$ cat src/shared/rtpcs_pkg.sv
// constants for the rail trim pwm and parameter store block
// assumes one 20 MHz core clock and a 48 MHz pwm enable derived from it
//
// How it works
// - pwm counter steps at 48 MHz rate
// - eight-bit pwm, 256 clocks, 187.5 kHz
// - out of tolerance rail gets duty adjusted
// - more duty lowers voltage, less raises
// - zero duty gives highest output voltage
// - each rail keeps its own trim percentage
// - device is i2c slave, host writes parameters
// - store mode, delays, thresholds, trim per rail
// - defaults used only first boot, then saved
// - new parameter set is saved to storage
// - every startup with a valid mark loads parameters from storage
// - new parameters take effect after restart only
package rtpcs_pkg;
  localparam int RTPCS_NRAIL = 4;
  // parameter image: mode, 4x(slot hi, slot lo, ramp hi, ramp lo), uv, ov, 4x trim, sync
  localparam int RTPCS_NBYTE = 24;
  localparam int RTPCS_POS_MODE = 0;
  localparam int RTPCS_POS_DELAY = 1;
  localparam int RTPCS_POS_UV = 17;
  localparam int RTPCS_POS_OV = 18;
  localparam int RTPCS_POS_TRIM = 19;
  localparam int RTPCS_POS_SYNC = 23;
  localparam logic [7:0] RTPCS_RST_MODE = 8'h01;
  localparam logic [15:0] RTPCS_RST_SLOT = 16'h0064;
  localparam logic [15:0] RTPCS_RST_RAMP = 16'h000A;
  localparam logic [7:0] RTPCS_RST_UV = 8'h04;
  localparam logic [7:0] RTPCS_RST_OV = 8'h04;
  localparam logic [7:0] RTPCS_RST_TRIM = 8'h01;
  localparam logic [7:0] RTPCS_RST_SYNC = 8'h01;
  localparam logic [7:0] RTPCS_RST_DUTY = 8'h00;
  // marker byte in storage telling that a valid image was written once
  localparam logic [7:0] RTPCS_VALID_MARK = 8'hA5;
  // wishbone byte offsets
  localparam logic [7:0] RTPCS_OFS_CTRL = 8'h00;
  localparam logic [7:0] RTPCS_OFS_STAT = 8'h04;
  localparam logic [7:0] RTPCS_OFS_MEAS = 8'h10;
  localparam logic [7:0] RTPCS_OFS_NOM = 8'h20;
  localparam logic [7:0] RTPCS_OFS_DUTY = 8'h30;
  localparam logic [7:0] RTPCS_OFS_ACT = 8'h40;
  localparam int RTPCS_CTRL_TRIM_EN = 0;
  localparam logic [31:0] RTPCS_RST_CTRL = 32'h0000_0001;
  // timing: pwm source and core clock
  localparam int RTPCS_PWM_HZ = 48_000_000;
  localparam int RTPCS_CORE_HZ = 20_000_000;
  localparam int RTPCS_PWM_BITS = 8;
  localparam int RTPCS_I2C_ADDR = 7'h28;
endpackage

$ cat src/rtl/rtpcs_top.sv
// rail trim pwm generator with i2c-loaded parameter store
// assumes an external byte-wide nonvolatile store with a ready/valid handshake,
// and i2c pins already open-drain resolved outside
//
// Register access over Wishbone and the placing of the registers were left to the implementer.
`timescale 1ns/1ps
module rtpcs_top
  import rtpcs_pkg::*;
#(
  parameter int NRAIL = RTPCS_NRAIL
) (
  input wire logic core_clk_in,
  input wire logic rst_b_in,
  input wire logic wb_cyc_in,
  input wire logic wb_stb_in,
  input wire logic wb_we_in,
  input wire logic [7:0] wb_adr_in,
  input wire logic [3:0] wb_sel_in,
  input wire logic [31:0] wb_dat_in,
  output logic [31:0] wb_dat_out,
  output logic wb_ack_out,
  input wire logic scl_in,
  input wire logic sda_in,
  output logic sda_oe_b_out,
  input wire logic nv_rdy_in,
  input wire logic [7:0] nv_rdata_in,
  output logic nv_req_out,
  output logic nv_we_out,
  output logic [4:0] nv_addr_out,
  output logic [7:0] nv_wdata_out,
  output logic [NRAIL-1:0] trim_pwm_out
);
  if (NRAIL < 1 || NRAIL > RTPCS_NRAIL) begin : g_chk
    $error("rtpcs_top: NRAIL must be 1..4");
  end
  localparam int NB = RTPCS_NBYTE;
  // 48 MHz from 20 MHz: phase accumulator gives fractional steps per core clock
  localparam int PH_W = 16;
  // worked in 64 bits: the product would overflow a 32-bit int
  localparam logic [PH_W-1:0] PH_FRAC =
    PH_W'(64'(RTPCS_PWM_HZ % RTPCS_CORE_HZ) * 64'd65536 / 64'(RTPCS_CORE_HZ));
  localparam logic [8:0] PH_WHOLE = 9'(RTPCS_PWM_HZ / RTPCS_CORE_HZ);

  typedef enum logic [4:0] {
    NV_IDLE = 5'h01, NV_MARK = 5'h02, NV_LOAD = 5'h04, NV_SAVE = 5'h08, NV_RUN = 5'h10
  } rtpcs_nv_t;
  typedef enum logic [3:0] {
    I2_IDLE = 4'h1, I2_ADDR = 4'h2, I2_ACK = 4'h4, I2_DATA = 4'h8
  } rtpcs_i2_t;

  typedef struct packed {
    logic [31:0] ctrl;
    logic [RTPCS_NRAIL-1:0][15:0] meas;
    logic [RTPCS_NRAIL-1:0][15:0] nom;
    logic [RTPCS_NRAIL-1:0][7:0] duty;
    logic [PH_W-1:0] phase;
    logic [RTPCS_NRAIL-1:0][7:0] cnt;
    logic [RTPCS_NRAIL-1:0] pwm;
    logic [NB-1:0][7:0] act;
    logic [NB-1:0][7:0] rx;
    logic [4:0] rx_cnt;
    logic rx_done;
    rtpcs_nv_t nv;
    logic [4:0] nv_ix;
    logic nv_req;
    logic nv_we;
    logic [7:0] nv_wd;
    logic [2:0] scl_s;
    logic [2:0] sda_s;
    logic scl_q;
    logic sda_q;
    rtpcs_i2_t i2;
    logic [3:0] bitc;
    logic [7:0] sh;
    logic sda_oe_b;
    logic addr_ok;
    logic [31:0] rd;
    logic ack;
  } rtpcs_st_t;

  rtpcs_st_t s_r;
  rtpcs_st_t s_nxt;

  function automatic logic [7:0] dflt(input int i);
    logic [7:0] v;
    v = 8'h00;
    if (i == RTPCS_POS_MODE) v = RTPCS_RST_MODE;
    else if (i < RTPCS_POS_UV) begin
      case ((i - RTPCS_POS_DELAY) % 4)
        0: v = RTPCS_RST_SLOT[15:8];
        1: v = RTPCS_RST_SLOT[7:0];
        2: v = RTPCS_RST_RAMP[15:8];
        default: v = RTPCS_RST_RAMP[7:0];
      endcase
    end else if (i == RTPCS_POS_UV) v = RTPCS_RST_UV;
    else if (i == RTPCS_POS_OV) v = RTPCS_RST_OV;
    else if (i < RTPCS_POS_SYNC) v = RTPCS_RST_TRIM;
    else v = RTPCS_RST_SYNC;
    return v;
  endfunction

  always_comb begin
    logic [PH_W:0] ph_sum;
    logic [8:0] steps;
    logic rx_set;
    logic [31:0] tol;
    logic scl_f;
    logic sda_f;
    logic [4:0] ri;
    ph_sum = '0;
    steps = '0;
    rx_set = 1'b0;
    tol = '0;
    scl_f = 1'b0;
    sda_f = 1'b0;
    ri = '0;
    s_nxt = s_r;
    s_nxt.ack = 1'b0;

    ///////////////////////////////////////////////////////////////////////////
    // pwm: counters advance by 48 MHz worth of steps each core clock
    ph_sum = {1'b0, s_r.phase} + {1'b0, PH_FRAC};
    s_nxt.phase = ph_sum[PH_W-1:0];
    steps = PH_WHOLE + {8'h00, ph_sum[PH_W]};
    for (int r = 0; r < RTPCS_NRAIL; r++) begin
      s_nxt.cnt[r] = s_r.cnt[r] + steps[7:0];
      // zero duty never drives high, giving the highest regulator output
      s_nxt.pwm[r] = (s_nxt.cnt[r] < s_r.duty[r]);
    end

    ///////////////////////////////////////////////////////////////////////////
    // trim: tolerance = nominal * trim% / 100, only once parameters are loaded
    for (int r = 0; r < RTPCS_NRAIL; r++) begin
      tol = 32'(s_r.nom[r]) * 32'(s_r.act[RTPCS_POS_TRIM + r]) / 32'd100;
      if (s_r.ctrl[RTPCS_CTRL_TRIM_EN] && s_r.nv == NV_RUN && s_r.ack) begin
        if (32'(s_r.meas[r]) > 32'(s_r.nom[r]) + tol) begin
          if (s_r.duty[r] != 8'hFF) s_nxt.duty[r] = s_r.duty[r] + 8'h01;
        end else if (32'(s_r.meas[r]) + tol < 32'(s_r.nom[r])) begin
          if (s_r.duty[r] != 8'h00) s_nxt.duty[r] = s_r.duty[r] - 8'h01;
        end
      end
    end

    ///////////////////////////////////////////////////////////////////////////
    // i2c slave, write only; three-stage sync, change taken when stages 2 and 3 agree
    s_nxt.scl_s = {s_r.scl_s[1:0], scl_in};
    s_nxt.sda_s = {s_r.sda_s[1:0], sda_in};
    scl_f = (s_r.scl_s[1] == s_r.scl_s[2]) ? s_r.scl_s[2] : s_r.scl_q;
    sda_f = (s_r.sda_s[1] == s_r.sda_s[2]) ? s_r.sda_s[2] : s_r.sda_q;
    s_nxt.scl_q = scl_f;
    s_nxt.sda_q = sda_f;
    if (s_r.scl_q && scl_f && s_r.sda_q && !sda_f) begin // start
      s_nxt.i2 = I2_ADDR;
      s_nxt.bitc = '0;
      s_nxt.rx_cnt = '0;
      s_nxt.addr_ok = 1'b0;
    end else if (s_r.scl_q && scl_f && !s_r.sda_q && sda_f) begin // stop
      // a whole image ending in the sync flag counts as a new parameter set
      // rx_cnt counts the write address byte too, so a full image ends at NB + 1
      rx_set = s_r.addr_ok && s_r.rx_cnt == 5'(NB + 1);
      if (rx_set) s_nxt.rx_done = 1'b1;
      s_nxt.i2 = I2_IDLE;
      s_nxt.sda_oe_b = 1'b1;
    end else if (!s_r.scl_q && scl_f) begin // rising scl: sample
      if (s_r.i2 == I2_ADDR || s_r.i2 == I2_DATA) begin
        s_nxt.sh = {s_r.sh[6:0], sda_f};
        s_nxt.bitc = s_r.bitc + 4'h1;
      end
    end else if (s_r.scl_q && !scl_f) begin // falling scl: drive ack
      s_nxt.sda_oe_b = 1'b1;
      case (s_r.i2)
        I2_ADDR: if (s_r.bitc == 4'd8) begin
          if (s_r.sh[7:1] == 7'(RTPCS_I2C_ADDR) && !s_r.sh[0]) begin
            s_nxt.addr_ok = 1'b1;
            s_nxt.sda_oe_b = 1'b0;
            s_nxt.i2 = I2_ACK;
          end else s_nxt.i2 = I2_IDLE;
        end
        I2_DATA: if (s_r.bitc == 4'd8) begin
          // first byte is the write address (0), then the image bytes
          if (s_r.rx_cnt != 5'h1F) begin
            if (s_r.rx_cnt != 5'h00 && s_r.rx_cnt <= 5'(NB))
              s_nxt.rx[s_r.rx_cnt - 5'h01] = s_r.sh;
            // one step past a full image marks extra bytes, so that stop saves nothing
            if (s_r.rx_cnt <= 5'(NB + 1)) s_nxt.rx_cnt = s_r.rx_cnt + 5'h01;
          end
          s_nxt.sda_oe_b = 1'b0;
          s_nxt.i2 = I2_ACK;
        end
        I2_ACK: begin
          s_nxt.bitc = '0;
          s_nxt.i2 = I2_DATA;
        end
        default: ;
      endcase
    end

    ///////////////////////////////////////////////////////////////////////////
    // storage: byte 0 is the valid mark, bytes 1..NB the image
    s_nxt.nv_req = 1'b0;
    case (s_r.nv)
      NV_IDLE: begin
        s_nxt.nv_req = 1'b1;
        s_nxt.nv_we = 1'b0;
        s_nxt.nv_ix = '0;
        s_nxt.nv = NV_MARK;
      end
      NV_MARK: if (nv_rdy_in) begin
        if (nv_rdata_in == RTPCS_VALID_MARK) begin
          s_nxt.nv = NV_LOAD;
          s_nxt.nv_ix = 5'h01;
          s_nxt.nv_req = 1'b1;
        end else begin
          for (int i = 0; i < NB; i++) s_nxt.act[i] = dflt(i);
          for (int i = 0; i < NB; i++) s_nxt.rx[i] = dflt(i);
          s_nxt.nv = NV_SAVE;
          s_nxt.nv_ix = 5'h01;
          s_nxt.nv_we = 1'b1;
          s_nxt.nv_wd = dflt(0);
          s_nxt.nv_req = 1'b1;
        end
      end else s_nxt.nv_req = 1'b1;
      NV_LOAD: begin
        s_nxt.nv_req = 1'b1;
        if (nv_rdy_in) begin
          s_nxt.act[s_r.nv_ix - 5'h01] = nv_rdata_in;
          if (s_r.nv_ix == 5'(NB)) begin
            s_nxt.nv = NV_RUN;
            s_nxt.nv_req = 1'b0;
          end else s_nxt.nv_ix = s_r.nv_ix + 5'h01;
        end
      end
      NV_SAVE: begin
        // mark is written last but never cleared first, so only a torn first save falls back to defaults
        s_nxt.nv_req = 1'b1;
        if (nv_rdy_in) begin
          if (s_r.nv_ix == 5'h00) begin
            s_nxt.nv = NV_RUN;
            s_nxt.nv_req = 1'b0;
            s_nxt.nv_we = 1'b0;
          end else if (s_r.nv_ix == 5'(NB)) begin
            s_nxt.nv_ix = 5'h00;
            s_nxt.nv_wd = RTPCS_VALID_MARK;
          end else begin
            s_nxt.nv_ix = s_r.nv_ix + 5'h01;
            ri = s_r.nv_ix;
            s_nxt.nv_wd = s_r.rx[ri];
          end
        end
      end
      NV_RUN: if (s_r.rx_done) begin
        // rx image goes only to storage; act is untouched until restart
        // a stop in this very cycle keeps the flag set
        s_nxt.rx_done = rx_set;
        s_nxt.nv = NV_SAVE;
        s_nxt.nv_ix = 5'h01;
        s_nxt.nv_we = 1'b1;
        s_nxt.nv_wd = s_r.rx[0];
        s_nxt.nv_req = 1'b1;
      end
      default: s_nxt.nv = NV_IDLE;
    endcase
    if (s_r.nv == NV_SAVE && s_nxt.nv == NV_SAVE && s_nxt.nv_ix == 5'h00 && !nv_rdy_in)
      s_nxt.nv_wd = s_r.nv_wd;

    ///////////////////////////////////////////////////////////////////////////
    // wishbone classic slave, ack one cycle after the strobe, dropped between
    if (wb_cyc_in && wb_stb_in && !s_r.ack) begin
      s_nxt.ack = 1'b1;
      s_nxt.rd = '0;
      ri = 5'(wb_adr_in[3:2]);
      if (wb_adr_in == RTPCS_OFS_CTRL) begin
        s_nxt.rd = s_r.ctrl;
        if (wb_we_in && wb_sel_in[0]) s_nxt.ctrl[7:0] = wb_dat_in[7:0];
      end else if (wb_adr_in == RTPCS_OFS_STAT) begin
        s_nxt.rd = {27'h0, s_r.nv};
      end else if (wb_adr_in[7:4] == RTPCS_OFS_MEAS[7:4]) begin
        s_nxt.rd = {16'h0, s_r.meas[ri[1:0]]};
        if (wb_we_in && wb_sel_in[0]) s_nxt.meas[ri[1:0]][7:0] = wb_dat_in[7:0];
        if (wb_we_in && wb_sel_in[1]) s_nxt.meas[ri[1:0]][15:8] = wb_dat_in[15:8];
      end else if (wb_adr_in[7:4] == RTPCS_OFS_NOM[7:4]) begin
        s_nxt.rd = {16'h0, s_r.nom[ri[1:0]]};
        if (wb_we_in && wb_sel_in[0]) s_nxt.nom[ri[1:0]][7:0] = wb_dat_in[7:0];
        if (wb_we_in && wb_sel_in[1]) s_nxt.nom[ri[1:0]][15:8] = wb_dat_in[15:8];
      end else if (wb_adr_in[7:4] == RTPCS_OFS_DUTY[7:4]) begin
        s_nxt.rd = {24'h0, s_r.duty[ri[1:0]]};
        if (wb_we_in && wb_sel_in[0]) s_nxt.duty[ri[1:0]] = wb_dat_in[7:0];
      end else if (wb_adr_in >= RTPCS_OFS_ACT && wb_adr_in < RTPCS_OFS_ACT + 8'(NB / 4 * 4)) begin
        ri = 5'((wb_adr_in - RTPCS_OFS_ACT) >> 2);
        s_nxt.rd = {s_r.act[ri * 4 + 3], s_r.act[ri * 4 + 2],
                    s_r.act[ri * 4 + 1], s_r.act[ri * 4]};
      end
    end
  end

  always_ff @(posedge core_clk_in or negedge rst_b_in) begin
    if (!rst_b_in) begin
      s_r <= '0;
      s_r.ctrl <= RTPCS_RST_CTRL;
      s_r.nv <= NV_IDLE;
      s_r.i2 <= I2_IDLE;
      s_r.sda_oe_b <= 1'b1;
      s_r.scl_s <= 3'b111;
      s_r.sda_s <= 3'b111;
      s_r.scl_q <= 1'b1;
      s_r.sda_q <= 1'b1;
      for (int r = 0; r < RTPCS_NRAIL; r++) s_r.duty[r] <= RTPCS_RST_DUTY;
    end else begin
      s_r <= s_nxt;
    end
  end

  assign wb_dat_out = s_r.rd;
  assign wb_ack_out = s_r.ack;
  assign sda_oe_b_out = s_r.sda_oe_b;
  assign nv_req_out = s_r.nv_req;
  assign nv_we_out = s_r.nv_we;
  assign nv_addr_out = s_r.nv_ix;
  assign nv_wdata_out = s_r.nv_wd;
  assign trim_pwm_out = s_r.pwm[NRAIL-1:0];
endmodule

$ cat config.mk
export PLATFORM = sky130hd
export DESIGN_NAME = rtpcs_top
export DESIGN_NICKNAME = d
export VERILOG_FILES = /design/src/shared/rtpcs_pkg.sv /design/src/rtl/rtpcs_top.sv
export SDC_FILE = /design/constraint.sdc
export NUM_CORES = 2
export LEC_CHECK = 0
export BUFFER_PORTS_ARGS = -buffer_cell sky130_fd_sc_hd__buf_2
export CAP_MARGIN = 10
export CORE_MARGIN = 2
export CORE_UTILIZATION = 29
export CTS_CLUSTER_DIAMETER = 200
export DETAILED_ROUTE_END_ITERATION = 10
export MAX_ROUTING_LAYER = met4
export PLACE_DENSITY_LB_ADDON = 0.05
export SLEW_MARGIN = 25
export SYNTH_ARGS = -nofsm -noshare
export SYNTH_HDL_FRONTEND = slang
export SYNTH_SLANG_ARGS = --single-unit
$ cat constraint.sdc
create_clock -name core_clk_in -period 18.9 [get_ports core_clk_in]
set_input_delay 3.78 -clock core_clk_in [delete_from_list [all_inputs] [get_ports core_clk_in]]
set_output_delay 3.78 -clock core_clk_in [all_outputs]
set_load 0.01 [all_outputs]
==> metrics.yaml <==
status: "finished with violations"
violations: "negative setup slack"
avgSynthCellArea_um2: 8.599
setup_ws_ns: -0.7932
worst_r2r_path_depth: 95
place_inst: 13430
critPathBufInv: 25
fin_cells: 13990
antenna_left: 0
synth_top_area_frac: 0.2292
ys_seq_area_frac: 0.2335
critical_path_depth: 95
clkTransAtPathRegs_ns: 0.06
wire_per_inst_um: 20.48
synth_ff_type: "dfrtp_1"
fin_hold_ws_ns: 0.3542
routabilityCongestion: 0.8672
ys_ff_latch: 688
holdPathStages: 0
cts-buffers-inserted: 86
start_util: 0.2911
cap_violations: 0
cts.sinks: 688
synth-async-reset-ratio: 1.000
critical_path.top_delay_family: "compound AO/OA/AOI/OAI gates"
pin_count: 113
yosysWarnings: 0
netlist_area_um2: 73790
slowest_delay_ns: 0.59
fmax_mhz: 50.78
critPathCaptureType: "flop"
viasPerCell: 5.126
io_buffers: 94
setup_viol: 19
clockBufferDepth: 3
setup.worst_path.class: "flop to flop"
cp.arrival_ns: 20.27
maxSlewViolCount: 0
hold_path_class: "flop to flop"
overflow: 0
ctsRootBufferMaster: "clkbuf_16"
drtIter0Drc: 4004
setup_tns_ns: -6.904
fp.dieW_um: 508.4
yosysTopAreaCell: "dfrtp_1"
antenna_found_initial: 23
hpwl_um: 219100
drive_gt1_frac: 0.3620
die_height_um: 508.4
max_slew_margin: 0.2236
core_area_um2: 253500
met3_usage: 0.01871
startpoint_type: "flop"
grt_pass1_wl_um: 440200
worstPathMaxFanout: 7
h-tree-depth: 3
vias: 71690
syn_nets: 9478
drc_errors: 0
slowest_stage: "fa_2"
layout-area-overhead-vs-synth_pct: 40.17
synthTopCellsByArea: "dfrtp_1 (23%), fa_1 (9.3%), ha_1 (8.4%)"
synth_edf_count: 0
finalHoldViolations: 0
grt_max_degree: 158
timing.final.crit_share: 1.042
yosysMostFrequentCell: "nand2_1"
tightest_slew_ns: 1.155
required_ns: 19.48
first_pass_iters: 5
netlist_instances: 8581
die_area_um2: 258500
grtUsageMet1: 0.3034
grt_util_all_layers: 0.2231
synth_cell_type_count: 147
num_rows: 185
ys_top_cells_by_count: "nand2_1 (902), o21ai_0 (685), dfrtp_1 (676)"
cp_common_cell: "buf_4"
grt_pass1_vias: 72450
fin_skew_ns: 0.06429
grt_setup_unrepaired: "true"
clock_latency_ns: 0.77
fin_crit_ns: 19.69
wl_um: 286400
grtUsageMet2: 0.3568
cts_tree: "built"
busiest_layer: "met2"
final_nets: 11440
state kept, by name, summed over array words and instances, names as in the netlist:
signal        cells
s_r             631
wb_dat_out       32
nv_wdata_out      8
nv_addr_out       5
s_nxt             4
trim_pwm_out      4
nv_req_out        1
nv_we_out         1
sda_oe_b_out      1
wb_ack_out        1
worst reg2reg max path: cells and delay by family (launching register included):
| family | cells | cell delay (ns) |
|---|---|---|
| AOI/OAI and AO/OA | 39 | 8.02 |
| and+or+nand+nor | 19 | 4.08 |
| buffers and inverters | 25 | 3.14 |
| adders and majority gates | 8 | 2.96 |
| muxes | 2 | 0.65 |
| DFF | 1 | 0.46 |
| xor gates and xnor gates | 2 | 0.24 |
cells by family (layout without fill, tap and decap cells):
| kind of cell | count (synthesis) | count (layout) | synth area share |
|---|---|---|---|
| AO/OA/AOI/OAI | 2321 | 2322 | 0.2100 |
| multiplexers | 519 | 519 | 0.09424 |
| AND/OR/NAND/NOR | 2782 | 2782 | 0.1827 |
| other | 0 | 11 | 0 |
| adder cells (fa/ha/maj) | 848 | 848 | 0.1784 |
| XOR/XNOR | 345 | 345 | 0.04166 |
| buffers and inverters | 1078 | 3105 | 0.05957 |
| flip-flops | 688 | 688 | 0.2335 |
cell type report:
| type | instances | area, um^2 |
|---|---|---|
| Antenna cell | 11 | 27.53 |
| Timing Repair Buffer | 2281 | 17810 |
| Clock inverter | 39 | 628.1 |
| Tap cell | 3366 | 4212 |
| Inverter | 671 | 2531 |
| Clock buffer | 114 | 2387 |
| Sequential cell | 688 | 17280 |
| Multi-Input combinational cell | 6816 | 58560 |
| Fill cell | 25660 | 150000 |
metrics by stage:
step                      cell area (um^2)  setup slack, ns    util
after floorplan                      74260         0.008654       -
after global placement               90820           -2.197  0.3583
after detailed placement             90830           -2.373  0.3584
after CTS                            99550          -0.3239  0.3927
after global routing                103400           -1.529  0.4081
final                               103400          -0.7932  0.4081
what timing repair did:
item	CTS	global route
gates cloned	3	1
hold buffers	0	0
gates resized for setup	832	659
pin swaps	439	384
endpoints found under the setup margin	32	32
setup buffers	274	126
cell usage in the layout (no fill, tap or decap), types with 36 or more instances in the layout:
cell,instances
clkbuf_16,87
o21a_1,47
nand3_1,130
dfrtp_1,640
mux2_2,96
and2_4,36
xnor2_1,207
buf_2,91
mux2i_1,262
nor3_2,38
nor2b_1,50
nand2_1,863
nor3_1,105
buf_6,118
nor2_1,572
o21ai_0,518
a21oi_2,140
buf_4,2034
fa_1,317
and2_1,319
nand2b_1,110
mux4_2,128
o22ai_1,55
xor2_1,102
nor2_2,50
inv_1,629
o21ai_2,71
a31oi_1,44
a211o_1,39
a21o_1,93
a21oi_1,351
and3_1,39
ha_1,456
o211ai_1,68
o21ai_1,126
inv_2,36
nand4_1,81
per-layer routing:
| layer | wire [um] | vias to the layer above | share of wire |
|---|---|---|---|
| li1 | - | 34620 | - |
| met1 | 136100 | 35770 | 0.48 |
| met2 | 133800 | 1032 | 0.47 |
| met3 | 8574 | 265 | 0.030 |
| met4 | 7965 | 0 | 0.028 |
| met5 | 0 | - | 0 |
worst paths after layout:
path	from	endpoint	slack [ns]
min in group asynchronous	rst_b_in	s_r[156]$_DFF_PN0_	3.06
worst min-delay path	s_nxt[54]$_DFF_PN1_	s_nxt[55]$_DFF_PN1_	0.35
max in group asynchronous	rst_b_in	s_r[452]$_DFFE_PN0P_	12.85
worst min register to register	s_nxt[54]$_DFF_PN1_	s_nxt[55]$_DFF_PN1_	0.35
worst max-delay path	s_r[457]$_DFFE_PN0P_	s_r[547]$_DFF_PN0_	-0.79
worst max register to register	s_r[457]$_DFFE_PN0P_	s_r[547]$_DFF_PN0_	-0.79
Power is left out: the tool's default activity adds up to more than one toggle a clock period on the data nets, which glitch-free logic cannot reach.
